==> config.mk <==
export PLATFORM = sky130hd
export DESIGN_NAME = tpc_timer_pair
export DESIGN_NICKNAME = d
export VERILOG_FILES = /design/src/tpc_pkg.sv /design/src/tpc_prescaler.sv /design/src/tpc_timer_pair.sv
export VERILOG_INCLUDE_DIRS = /design/src
export SDC_FILE = /design/constraint.sdc
export NUM_CORES = 1
export LEC_CHECK = 0
export BUFFER_PORTS_ARGS = -buffer_cell sky130_fd_sc_hd__buf_2
export CORE_MARGIN = 1
export CORE_UTILIZATION = 61
export CTS_CLUSTER_SIZE = 8
export DETAILED_ROUTE_END_ITERATION = 10
export PLACE_DENSITY = 0.86
export SYNTH_ARGS = -nofsm -noshare
export SYNTH_HDL_FRONTEND = slang
export SYNTH_SLANG_ARGS = --single-unit
==> constraint.sdc <==
create_clock -name clk -period 5.4 [get_ports clk]
set_input_delay 0.54 -clock clk [delete_from_list [all_inputs] [get_ports clk]]
set_output_delay 0.54 -clock clk [all_outputs]
set_load 0.01 [all_outputs]
==> src/tpc_defs.svh <==
// Constant definitions for the cascadable timer pair control block.
// How it works
// RULE1 - Cascade bit joins timers into 32 bits
// RULE2 - Cascaded: second control register bits ignored
// RULE3 - Source bit picks Fosc/2 or extended source
// RULE4 - Control write while running resets prescaler
// RULE5 - Unimplemented bits read zero, ignore writes
// RULE6 - Software routes external clock pin first
// RULE7 - Prescale codes give 1,8,64,256 division
// RULE8 - Extended field picks pin, RC, other pin, oscillator
// RULE9 - Run bit starts counting, clear holds value
`ifndef TPC_DEFS_SVH
`define TPC_DEFS_SVH
`define TPC_ADDR_CTRL1     4'h0
`define TPC_ADDR_CTRL2     4'h1
`define TPC_ADDR_COUNT1    4'h2
`define TPC_ADDR_COUNT2    4'h3
`define TPC_BIT_RUN        15
`define TPC_BIT_IDLE       13
`define TPC_BIT_ESRC_HI    9
`define TPC_BIT_ESRC_LO    8
`define TPC_BIT_GATE       6
`define TPC_BIT_PS_HI      5
`define TPC_BIT_PS_LO      4
`define TPC_BIT_CASCADE    3
`define TPC_BIT_SRC        1
`define TPC_MASK_CTRL1     16'ha37a
`define TPC_MASK_CTRL2     16'ha372
`define TPC_CTRL_RESET     16'h0000
`define TPC_PS_MAX_1       8'h00
`define TPC_PS_MAX_8       8'h07
`define TPC_PS_MAX_64      8'h3f
`define TPC_PS_MAX_256     8'hff
`endif

==> src/tpc_pkg.sv <==
// Types shared by the timer pair control block.
package tpc_pkg;
    // Decoded view of one control register.
    typedef struct packed {
        logic       run;
        logic       idle_halt;
        logic [1:0] esrc;
        logic       gate;
        logic [1:0] prescale;
        logic       cascade;
        logic       src;
    } tpc_ctrl_t;
    // Register port request group.
    typedef struct packed {
        logic [3:0]  addr;
        logic [15:0] wdata;
        logic        wr;
        logic        rd;
    } tpc_req_t;
endpackage

==> src/tpc_prescaler.sv <==
// Prescaler that turns qualified input ticks into count enables.
`timescale 1ns/1ps
`default_nettype none
`include "tpc_defs.svh"
module tpc_prescaler
(
    input  wire logic       clk,
    input  wire logic       rst,
    input  wire logic       clear,
    input  wire logic       tick,
    input  wire logic [1:0] prescale,
    output logic            pulse
);
    import tpc_pkg::*;
    logic [7:0] count;  // Prescale counter.
    logic [7:0] limit;  // Terminal count for the chosen ratio.

    // Ratio decode.
    always_comb
    begin
        case (prescale)
            2'b11:   limit = `TPC_PS_MAX_256; // RULE7
            2'b10:   limit = `TPC_PS_MAX_64;
            2'b01:   limit = `TPC_PS_MAX_8;
            default: limit = `TPC_PS_MAX_1;
        endcase
    end

    // Counter advances per tick; a clear restarts the ratio from zero.
    always_ff @(posedge clk)
    begin
        if (rst || clear)
        begin
            count <= 8'h00; // RULE4
            pulse <= 1'b0;
        end
        else if (tick)
        begin
            pulse <= (count >= limit);
            count <= (count >= limit) ? 8'h00 : count + 8'h01;
        end
        else
        begin
            pulse <= 1'b0;
        end
    end
endmodule
`default_nettype wire

==> src/tpc_timer_pair.sv <==
// Control logic and counters for a cascadable pair of 16-bit timers.
`timescale 1ns/1ps
`default_nettype none
`include "tpc_defs.svh"
module tpc_timer_pair
(
    input  wire logic             clk,
    input  wire logic             rst,
    input  wire tpc_pkg::tpc_req_t req,
    output logic [15:0]           rdata,
    input  wire logic             idle,
    input  wire logic             gate_in1,
    input  wire logic             gate_in2,
    input  wire logic             first_timer_clock_pin,
    input  wire logic             second_timer_clock_pin,
    input  wire logic             low_power_rc_osc,
    input  wire logic             secondary_osc,
    output logic [15:0]           count1,
    output logic [15:0]           count2
);
    import tpc_pkg::*;

    logic [15:0] first_timer_control;   // Control of the first timer and of the pair.
    logic [15:0] second_timer_control;  // Control of the second timer.
    logic [3:0]  prev_src;              // Pin and oscillator levels a cycle ago for edges.
    logic [3:0]  rise;                  // Rising edges of the four external sources.
    logic        tick1;                 // Qualified input tick, first timer.
    logic        tick2;                 // Qualified input tick, second timer.
    logic        clr1;                  // Prescaler restart, first timer.
    logic        clr2;                  // Prescaler restart, second timer.
    logic        inc1;                  // Count enable, first timer.
    logic        inc2;                  // Count enable, second timer.
    logic        cascade;               // Pair works as one 32-bit timer.
    tpc_ctrl_t   c1;                    // Decoded first control.
    tpc_ctrl_t   c2;                    // Decoded second control.

    // Decoding used for both control registers.
    function automatic tpc_ctrl_t decode(input logic [15:0] r);
        tpc_ctrl_t d;
        d.run       = r[`TPC_BIT_RUN];
        d.idle_halt = r[`TPC_BIT_IDLE];
        d.esrc      = r[`TPC_BIT_ESRC_HI:`TPC_BIT_ESRC_LO];
        d.gate      = r[`TPC_BIT_GATE];
        d.prescale  = r[`TPC_BIT_PS_HI:`TPC_BIT_PS_LO];
        d.cascade   = r[`TPC_BIT_CASCADE];
        d.src       = r[`TPC_BIT_SRC];
        return d;
    endfunction

    // Tick selection for one timer: internal rate is the system clock itself.
    function automatic logic pick(input tpc_ctrl_t c, input logic [3:0] e, input logic g, input logic own,
                                  input logic other);
        logic t;
        t = 1'b0;
        if (!c.src)
        begin
            // Internal rate: every clock, or only while the gate input is high.
            t = c.gate ? g : 1'b1; // RULE3
        end
        else
        begin
            // Extended source: one of four rising-edge streams.
            case (c.esrc) // RULE8
                2'b11:   t = own;
                2'b10:   t = e[2];
                2'b01:   t = other;
                default: t = e[3];
            endcase
        end
        return t;
    endfunction

    // Both registers share one decoder so the field positions live in one place.
    assign c1      = decode(first_timer_control);
    assign c2      = decode(second_timer_control);
    assign cascade = c1.cascade; // RULE1

    // Edge detection on external sources; routing the pin is software's job.
    always_ff @(posedge clk)
    begin
        if (rst)
        begin
            // Sources idle low, so a low start avoids a false edge after reset.
            prev_src <= 4'h0;
        end
        else
        begin
            // Keep the last levels for the edge detector.
            prev_src <= {secondary_osc, low_power_rc_osc, second_timer_clock_pin, first_timer_clock_pin};
        end
    end
    // A source must stay low for at least one clock between edges, or an edge is lost.
    assign rise = {secondary_osc, low_power_rc_osc, second_timer_clock_pin, first_timer_clock_pin} & ~prev_src;

    // Idle halt stops a timer while the device idles.
    // The remaining terms pick the source and the run state.
    assign tick1 = c1.run && !(c1.idle_halt && idle)
                   && pick(c1, rise, gate_in1, rise[0], rise[1]); // RULE9
    // In cascade the second timer configuration is ignored entirely.
    assign tick2 = !cascade && c2.run && !(c2.idle_halt && idle)
                   && pick(c2, rise, gate_in2, rise[1], rise[0]); // RULE2

    // Any control write while running restarts the prescaler.
    assign clr1 = req.wr && req.addr == `TPC_ADDR_CTRL1 && c1.run; // RULE4
    // In cascade the second prescaler is held cleared so it cannot run on stale settings.
    assign clr2 = (req.wr && req.addr == `TPC_ADDR_CTRL2 && c2.run) || cascade;

    // First timer prescaler; in cascade it paces the whole pair.
    tpc_prescaler u_ps1
    (
        .clk      (clk),
        .rst      (rst),
        .clear    (clr1),
        .tick     (tick1),
        .prescale (c1.prescale),
        .pulse    (inc1)
    );

    // Second timer prescaler; it only matters while the pair is split.
    tpc_prescaler u_ps2
    (
        .clk      (clk),
        .rst      (rst),
        .clear    (clr2),
        .tick     (tick2),
        .prescale (c2.prescale),
        .pulse    (inc2)
    );

    // First control register; it also carries the pair's cascade setting.
    always_ff @(posedge clk)
    begin
        if (rst)
        begin
            first_timer_control <= `TPC_CTRL_RESET;
        end
        else if (req.wr && req.addr == `TPC_ADDR_CTRL1)
        begin
            // Masking on write keeps unimplemented bits at zero for every later read.
            first_timer_control <= req.wdata & `TPC_MASK_CTRL1; // RULE5
        end
    end

    // Second control register; it stays writable in cascade but then steers nothing.
    always_ff @(posedge clk)
    begin
        if (rst)
        begin
            second_timer_control <= `TPC_CTRL_RESET;
        end
        else if (req.wr && req.addr == `TPC_ADDR_CTRL2)
        begin
            // The cascade position is not implemented here and is masked with the rest.
            second_timer_control <= req.wdata & `TPC_MASK_CTRL2; // RULE5
        end
    end

    // Low counter; a software write wins over a count in the same cycle.
    always_ff @(posedge clk)
    begin
        if (rst)
        begin
            // Counters start from zero after reset.
            count1 <= 16'h0000;
        end
        else if (req.wr && req.addr == `TPC_ADDR_COUNT1)
        begin
            // Direct load from software.
            count1 <= req.wdata;
        end
        else if (inc1)
        begin
            // Wraps from all ones to zero, which is the carry point in cascade.
            count1 <= count1 + 16'h0001; // RULE9
        end
    end

    // High counter; in cascade it steps when an increment finds the low half at all ones, even if a write loads the low half.
    always_ff @(posedge clk)
    begin
        if (rst)
        begin
            // Counters start from zero after reset.
            count2 <= 16'h0000;
        end
        else if (req.wr && req.addr == `TPC_ADDR_COUNT2)
        begin
            // Direct load from software.
            count2 <= req.wdata;
        end
        else if (cascade ? (inc1 && count1 == 16'hffff) : inc2)
        begin
            // Carry from the low half, or the second timer's own enable when split.
            count2 <= count2 + 16'h0001; // RULE1
        end
    end

    // Read data one cycle after the strobe; unmapped reads give zero.
    always_ff @(posedge clk)
    begin
        if (rst)
        begin
            rdata <= 16'h0000;
        end
        else if (req.rd)
        begin
            // Each address returns its register as last clocked.
            case (req.addr)
                `TPC_ADDR_CTRL1: rdata <= first_timer_control;
                `TPC_ADDR_CTRL2: rdata <= second_timer_control;
                `TPC_ADDR_COUNT1: rdata <= count1;
                `TPC_ADDR_COUNT2: rdata <= count2;
                default:          rdata <= 16'h0000;
            endcase
        end
        else
        begin
            // Zero outside the read cycle, so a stale value is never taken for data.
            rdata <= 16'h0000;
        end
    end
endmodule
`default_nettype wire

==> impl_metrics.tcl, run 1 <==
set metrics [dict create \
    status "finished clean" \
    ioPinCount 79 \
    cts_buffer_depth 2 \
    max_freq_ghz 0.4089 \
    syn_to_final_growth_pct 12.77 \
    die_area_sq_um 7950 \
    cts-root-buf "clkbuf_8" \
    finalSetupViolCount 0 \
    design_area_sq_um 5226 \
    route.detailed.drc 0 \
    grt_max_degree 53 \
    initial_utilization_pct 63.56 \
    grt_pass1_wl_mm 19.95 \
    vias 4572 \
    postCtsSetupRepairBufs 0 \
    cp_slowest_stage_delay_ns 0.55 \
    design.core.area_sq_um 7292 \
    h-tree-depth 3 \
    cap_violations 0 \
    cts_tree "done" \
    synth_cells 539 \
    holdBufCountCts 0 \
    cpMaxStageDelayCell "or4_1" \
    post_cts_resized 0 \
    powerDensity_nw_per_um2 234.8 \
    relSlewSlack_pct 20.07 \
    die_w_um 89.17 \
    critPathLaunchType "flip-flop" \
    rows 31 \
    fin_skew_ns 0.009593 \
    cp_max_fo 9 \
    cts_made_buffers 9 \
    seqCellArea_sq_um 1742 \
    crit_buf_inv 0 \
    required_ns 5.67 \
    crit_type "flip-flop to flip-flop" \
    tightestPinTransition_ns 1.191 \
    antenna_cells 0 \
    yosysSeqAreaShare_pct 37.58 \
    wl_per_cell_um 17.90 \
    dpl.hpwl_mm 8.997 \
    slew_violations 0 \
    first_global_vias 4121 \
    min_path_type "input pin to flip-flop" \
    antenna_found_initial 0 \
    finalHoldViolations 0 \
    syn_avg_cell_area_sq_um 8.598 \
    die-height_um 89.17 \
    p_leak_nw 2.039 \
    async_flop_share_pct 0 \
    p_total_mw 1.227 \
    ir_drop_mv 0.1253 \
    fin_tns_setup_ns 0 \
    fin_crit_sh_pct 45.29 \
    period_needed_ns 2.445 \
    dr.pass1.iters 5 \
    yosysWarnings 0 \
    cp_top_family "simple AND/OR/NAND/NOR gates" \
    cp.arrival_ns 2.72 \
    wl_mm 12.64 \
    crit_path_end_kind "flip-flop" \
    netlist_area_sq_um 4634 \
    crit_chain "ha_1, and3_2, and4_1, a31oi_4, or4_1, a311oi_1" \
    nets 649 \
    antenna_left 0 \
    multi_input_area_sq_um 2738 \
    ys_ff_latch 87 \
    portBuffers 78 \
    clock_sinks 87 \
    synth_flop_cell "dfxtp_1" \
    gr-total-overflow 0 \
    rsz0062_at_grt "false" \
    synth_edf_count 0 \
    drive_gt1_share_pct 19.28 \
    grt_use_total_pct 33.29 \
    drt-initial-drc-count 455 \
    place_congestion 0.8711 \
    viasPerCell 6.476 \
    clkTransAtPathRegs_ns 0.09 \
    clkLatencyLatePin_ns 0.37 \
    place_area_sq_um 5046 \
    num-fill-cells 599 \
    syn_nets 586 \
    yosysUniqueCellTypes 55 \
]
area by class of cell:
| type | count | area share, % |
|---|---|---|
| clock inverter | 7 | 1.077 |
| clock buffer | 9 | 2.370 |
| inverter | 8 | 0.5746 |
| multi-input combinational | 415 | 52.38 |
| sequential | 87 | 33.33 |
| tap | 99 | 2.370 |
| timing repair buffer | 81 | 7.900 |
cell families after synthesis:
kind of cell | after synthesis | share of synthesized area (%)
simple gates | 249 | 26.94
compound gates | 107 | 16.52
flops | 87 | 37.58
buf+inv | 37 | 3.348
mux | 26 | 8.072
xor+xnor | 17 | 3.213
fa+ha+maj | 16 | 4.320
cell usage after synthesis, types with 8 or more instances:
cell type / number / area [sq um]
a31oi_1: 9 / 56.30
a211oi_1: 18 / 135.1
nand3_1: 48 / 240.2
clkbuf_1: 22 / 82.58
nor2b_1: 14 / 87.58
nand4_1: 9 / 56.30
a21oi_1: 26 / 130.1
ha_1: 16 / 200.2
nor3_1: 15 / 75.07
mux4_2: 9 / 202.7
inv_1: 8 / 30.03
and4_1: 8 / 70.07
xor2_1: 11 / 96.34
nand2_1: 68 / 255.2
a32oi_1: 10 / 87.58
nor2_1: 43 / 161.4
mux2i_1: 16 / 160.2
dfxtp_1: 87 / 1742
final timing paths:
| check | from | to | slack (ns) | cells past startpoint |
|---|---|---|---|---|
| setup / recovery | count1[1] | count2[8] | 2.95 | 6 |
| hold / removal | first_timer_clock_pin | prev_src[0] | 0.41 | 2 |
| hold reg to reg | second_timer_control[6] | second_timer_control[6] | 0.48 | 2 |
| setup reg to reg | count1[1] | count2[8] | 2.95 | 6 |
metrics by stage:
step	hold slack [ns]	instances	setup WS, ns	util, %
finish	0.4068	706	2.955	71.67
global route	0.4135	706	2.756	71.67
CTS	0.4012	706	2.978	71.67
detailed placement	0.4669	690	2.657	69.20
global placement	0.4590	690	2.795	69.20
floorplan	0.4415	539	3.304	-
cell usage in the layout (no fill, tap or decap), types with 4 or more instances in the layout:
master    instances
nor2b_1          14
and4_1            8
nor3_1           15
ha_1             16
a21oi_1          26
a31oi_1           9
xor2_1           11
nand3_1          48
nand4_1           9
nand3b_1          7
a311oi_1          6
o21ai_0           7
xnor2_1           6
mux4_2            9
nand2b_1          6
nand2_1          68
or2_2             6
inv_1             8
and3_1            6
a211oi_1         18
o31ai_1           4
and2_1            7
buf_2            78
o211ai_1          6
a21o_1            5
dfxtp_1          87
a32oi_1          10
clkbuf_8          9
mux2i_1          16
nor2_1           43
registers in the layout, summed over array words and instances (netlist names):
register	flops
u_ps1.count	8
u_ps2.count	8
second_timer_control	8
rdata	16
count1	16
first_timer_control	9
u_ps1.pulse	1
prev_src	4
count2	16
u_ps2.pulse	1
layer usage:
layer / up-vias / part of all wire, % / track usage (%)
li1: 2118 / - / -
met5: - / 0 / 0
met1: 2130 / 40 / 42.22
met4: 0 / 2.8 / 12.84
met3: 38 / 9.8 / 6.464
met2: 286 / 47 / 56.21
report_power, final:
group          leakage [nW]  internal (mW)  total, mW  switching, mW
logic                  1.25         0.0465      0.116         0.0691
registers             0.704          0.657      0.685         0.0277
clock network        0.0838          0.172      0.427          0.255
total                  2.04          0.875       1.23          0.352
Power figures use the tool's default switching activity.
==> inputs of run 2 (changes only) <==
--- a/config.mk
+++ b/config.mk
@@ -8,10 +8,10 @@
 export LEC_CHECK = 0
 export BUFFER_PORTS_ARGS = -buffer_cell sky130_fd_sc_hd__buf_2
 export CORE_MARGIN = 1
-export CORE_UTILIZATION = 61
+export CORE_UTILIZATION = 56
 export CTS_CLUSTER_SIZE = 8
 export DETAILED_ROUTE_END_ITERATION = 10
-export PLACE_DENSITY = 0.86
+export PLACE_DENSITY = 0.8
 export SYNTH_ARGS = -nofsm -noshare
 export SYNTH_HDL_FRONTEND = slang
 export SYNTH_SLANG_ARGS = --single-unit
==> constraint.sdc (replaced) <==
create_clock -name clk -period 2.5 [get_ports clk]
set_input_delay 0.25 -clock clk [delete_from_list [all_inputs] [get_ports clk]]
set_output_delay 0.25 -clock clk [all_outputs]
set_load 0.01 [all_outputs]
==> run 2 against run 1 <==
Net effect: die area grew 8.7%; critical path depth is the same; maximum frequency grew 5.6%; clock power grew to 2.6 times the previous value; register-to-register slack lost 2.8 ns; critical path type unchanged; wire length grew 5.9%.
==> impl_metrics.tcl, run 2 (synthesis results as in run 1) <==
set metrics [dict create \
    rsz0062_at_grt "false" \
    post_cts_resized 0 \
    initial_utilization_pct 59.06 \
    grt_max_degree 33 \
    cts_tree "done" \
    clock_sinks 87 \
    clkLatencyLatePin_ns 0.37 \
    relSlewSlack_pct 39.56 \
    cts-root-buf "clkbuf_8" \
    setup_ws_ns 0.1834 \
    fin_tns_setup_ns 0 \
    first_global_vias 4256 \
    r2r_start "count1[0]" \
    drt-initial-drc-count 332 \
    crit_buf_inv 0 \
    status "finished clean" \
    cp_top_family "simple AND/OR/NAND/NOR gates" \
    p_total_mw 2.842 \
    nets 655 \
    finalSetupViolCount 0 \
    route.detailed.drc 0 \
    hold_path.startpoint "req[9]" \
    die_w_um 92.97 \
    dpl.hpwl_mm 9.597 \
    h-tree-depth 3 \
    syn_to_final_growth_pct 14.71 \
    wl_mm 13.38 \
    hold_end "count2[7]" \
    design.core.area_sq_um 7848 \
    clkTransAtPathRegs_ns 0.10 \
    drive_gt1_share_pct 20.07 \
    crit_start "count1[0]" \
    min_path_type "input pin to flip-flop" \
    wl_per_cell_um 18.72 \
    pre_cts_ws_ns 0.2164 \
    fin_skew_ns 0.01055 \
    die_area_sq_um 8643 \
    required_ns 2.78 \
    ioPinCount 79 \
    antenna_found_initial 0 \
    rr_worst_depth 6 \
    cp_slowest_stage_delay_ns 0.53 \
    whs_ns 0.1087 \
    vias 4585 \
    regToRegSetupSlack_ns 0.18 \
    viasPerCell 6.413 \
    cts_buffer_depth 2 \
    place_area_sq_um 5095 \
    powerDensity_nw_per_um2 534.5 \
    whs_path_depth 3 \
    antenna_cells 0 \
    reg_top3 "count1: 16 flops, count2: 16 flops, rdata: 16 flops" \
    slew_violations 0 \
    tightestPinTransition_ns 0.9066 \
    grt_use_total_pct 31.91 \
    p_leak_nw 2.090 \
    crit_chain "ha_1, and3_2, and4_1, a31oi_4, or4_1, a311oi_1" \
    critPathLaunchType "flip-flop" \
    design_area_sq_um 5316 \
    fin_crit_sh_pct 92.66 \
    final_cell_mix "dfxtp_1, buf_2, nand2_1" \
    place_congestion 0.9500 \
    ir_drop_mv 0.4155 \
    die-height_um 92.97 \
    finalHoldViolations 0 \
    portBuffers 78 \
    max_freq_ghz 0.4317 \
    crit_path_end_kind "flip-flop" \
    cpMaxStageDelayCell "or4_1" \
    cap_violations 0 \
    antenna_left 0 \
    cts_made_buffers 9 \
    final_common_cell "dfxtp_1" \
    postCtsSetupRepairBufs 0 \
    grt_pass1_wl_mm 21.31 \
    cp.arrival_ns 2.60 \
    period_needed_ns 2.317 \
    dr.pass1.iters 6 \
    holdBufCountCts 0 \
    cp_max_fo 9 \
    r2r_end "count2[12]" \
    crit_type "flip-flop to flip-flop" \
    rows 32 \
    gr-total-overflow 0 \
]
==> run 2: cell count changes in the layout (fill, tap and decap cells not counted) <==
| cell | change |
|---|---|
| clkinvlp_4 | -1 |
| bufinv_16 | +2 |
| inv_6 | -1 |
| buf_4 | +6 |
| clkinv_4 | +1 |
| inv_8 | -1 |
==> run 2: cell type report <==
class | instances | area [sq um]
Inverter | 8 | 30.03
Timing Repair Buffer | 87 | 457.9
Sequential cell | 87 | 1742
Fill cell | 689 | 2531
Multi-Input combinational cell | 415 | 2738
Tap cell | 102 | 127.6
Clock inverter | 7 | 97.59
Clock buffer | 9 | 123.9
==> run 2: worst reg2reg max path, cell delays in order, from the launching register on <==
cell	delay [ns]
dfxtp_1	0.42
ha_1	0.22
and3_2	0.24
and4_1	0.37
a31oi_4	0.20
or4_1	0.53
a311oi_1	0.25
==> run 2: metal layers <==
layer,vias to the layer above,global-route usage (%),wire (um)
li1,2130,-,-
met1,2199,39.51,5593
met2,212,52.70,6333
met3,44,6.504,989
met4,0,15.90,466
met5,-,0,0
==> run 2: power by group <==
part | internal [mW] | switching (mW)
clock | 0.564 | 0.539
sequential | 1.42 | 0.0581
combinational | 0.106 | 0.156
==> run 2: how the worst max path moves through the flow <==
stage                           endpoint  cells after the start  slack, ns
after floorplan           u_ps2.count[3]                      8       0.40
after global placement         count2[8]                      6       0.31
after detailed placement      count2[12]                      6       0.22
after CTS                     count2[12]                      6       0.22
after global routing           count2[8]                      6       0.12
final                         count2[12]                      6       0.18
==> run 2: stage by stage <==
stage	utilization, %	instances
final	67.75	715
after detailed placement	64.92	699
after global routing	67.75	715
after floorplan	-	539
after CTS	67.75	715
after global placement	64.92	699
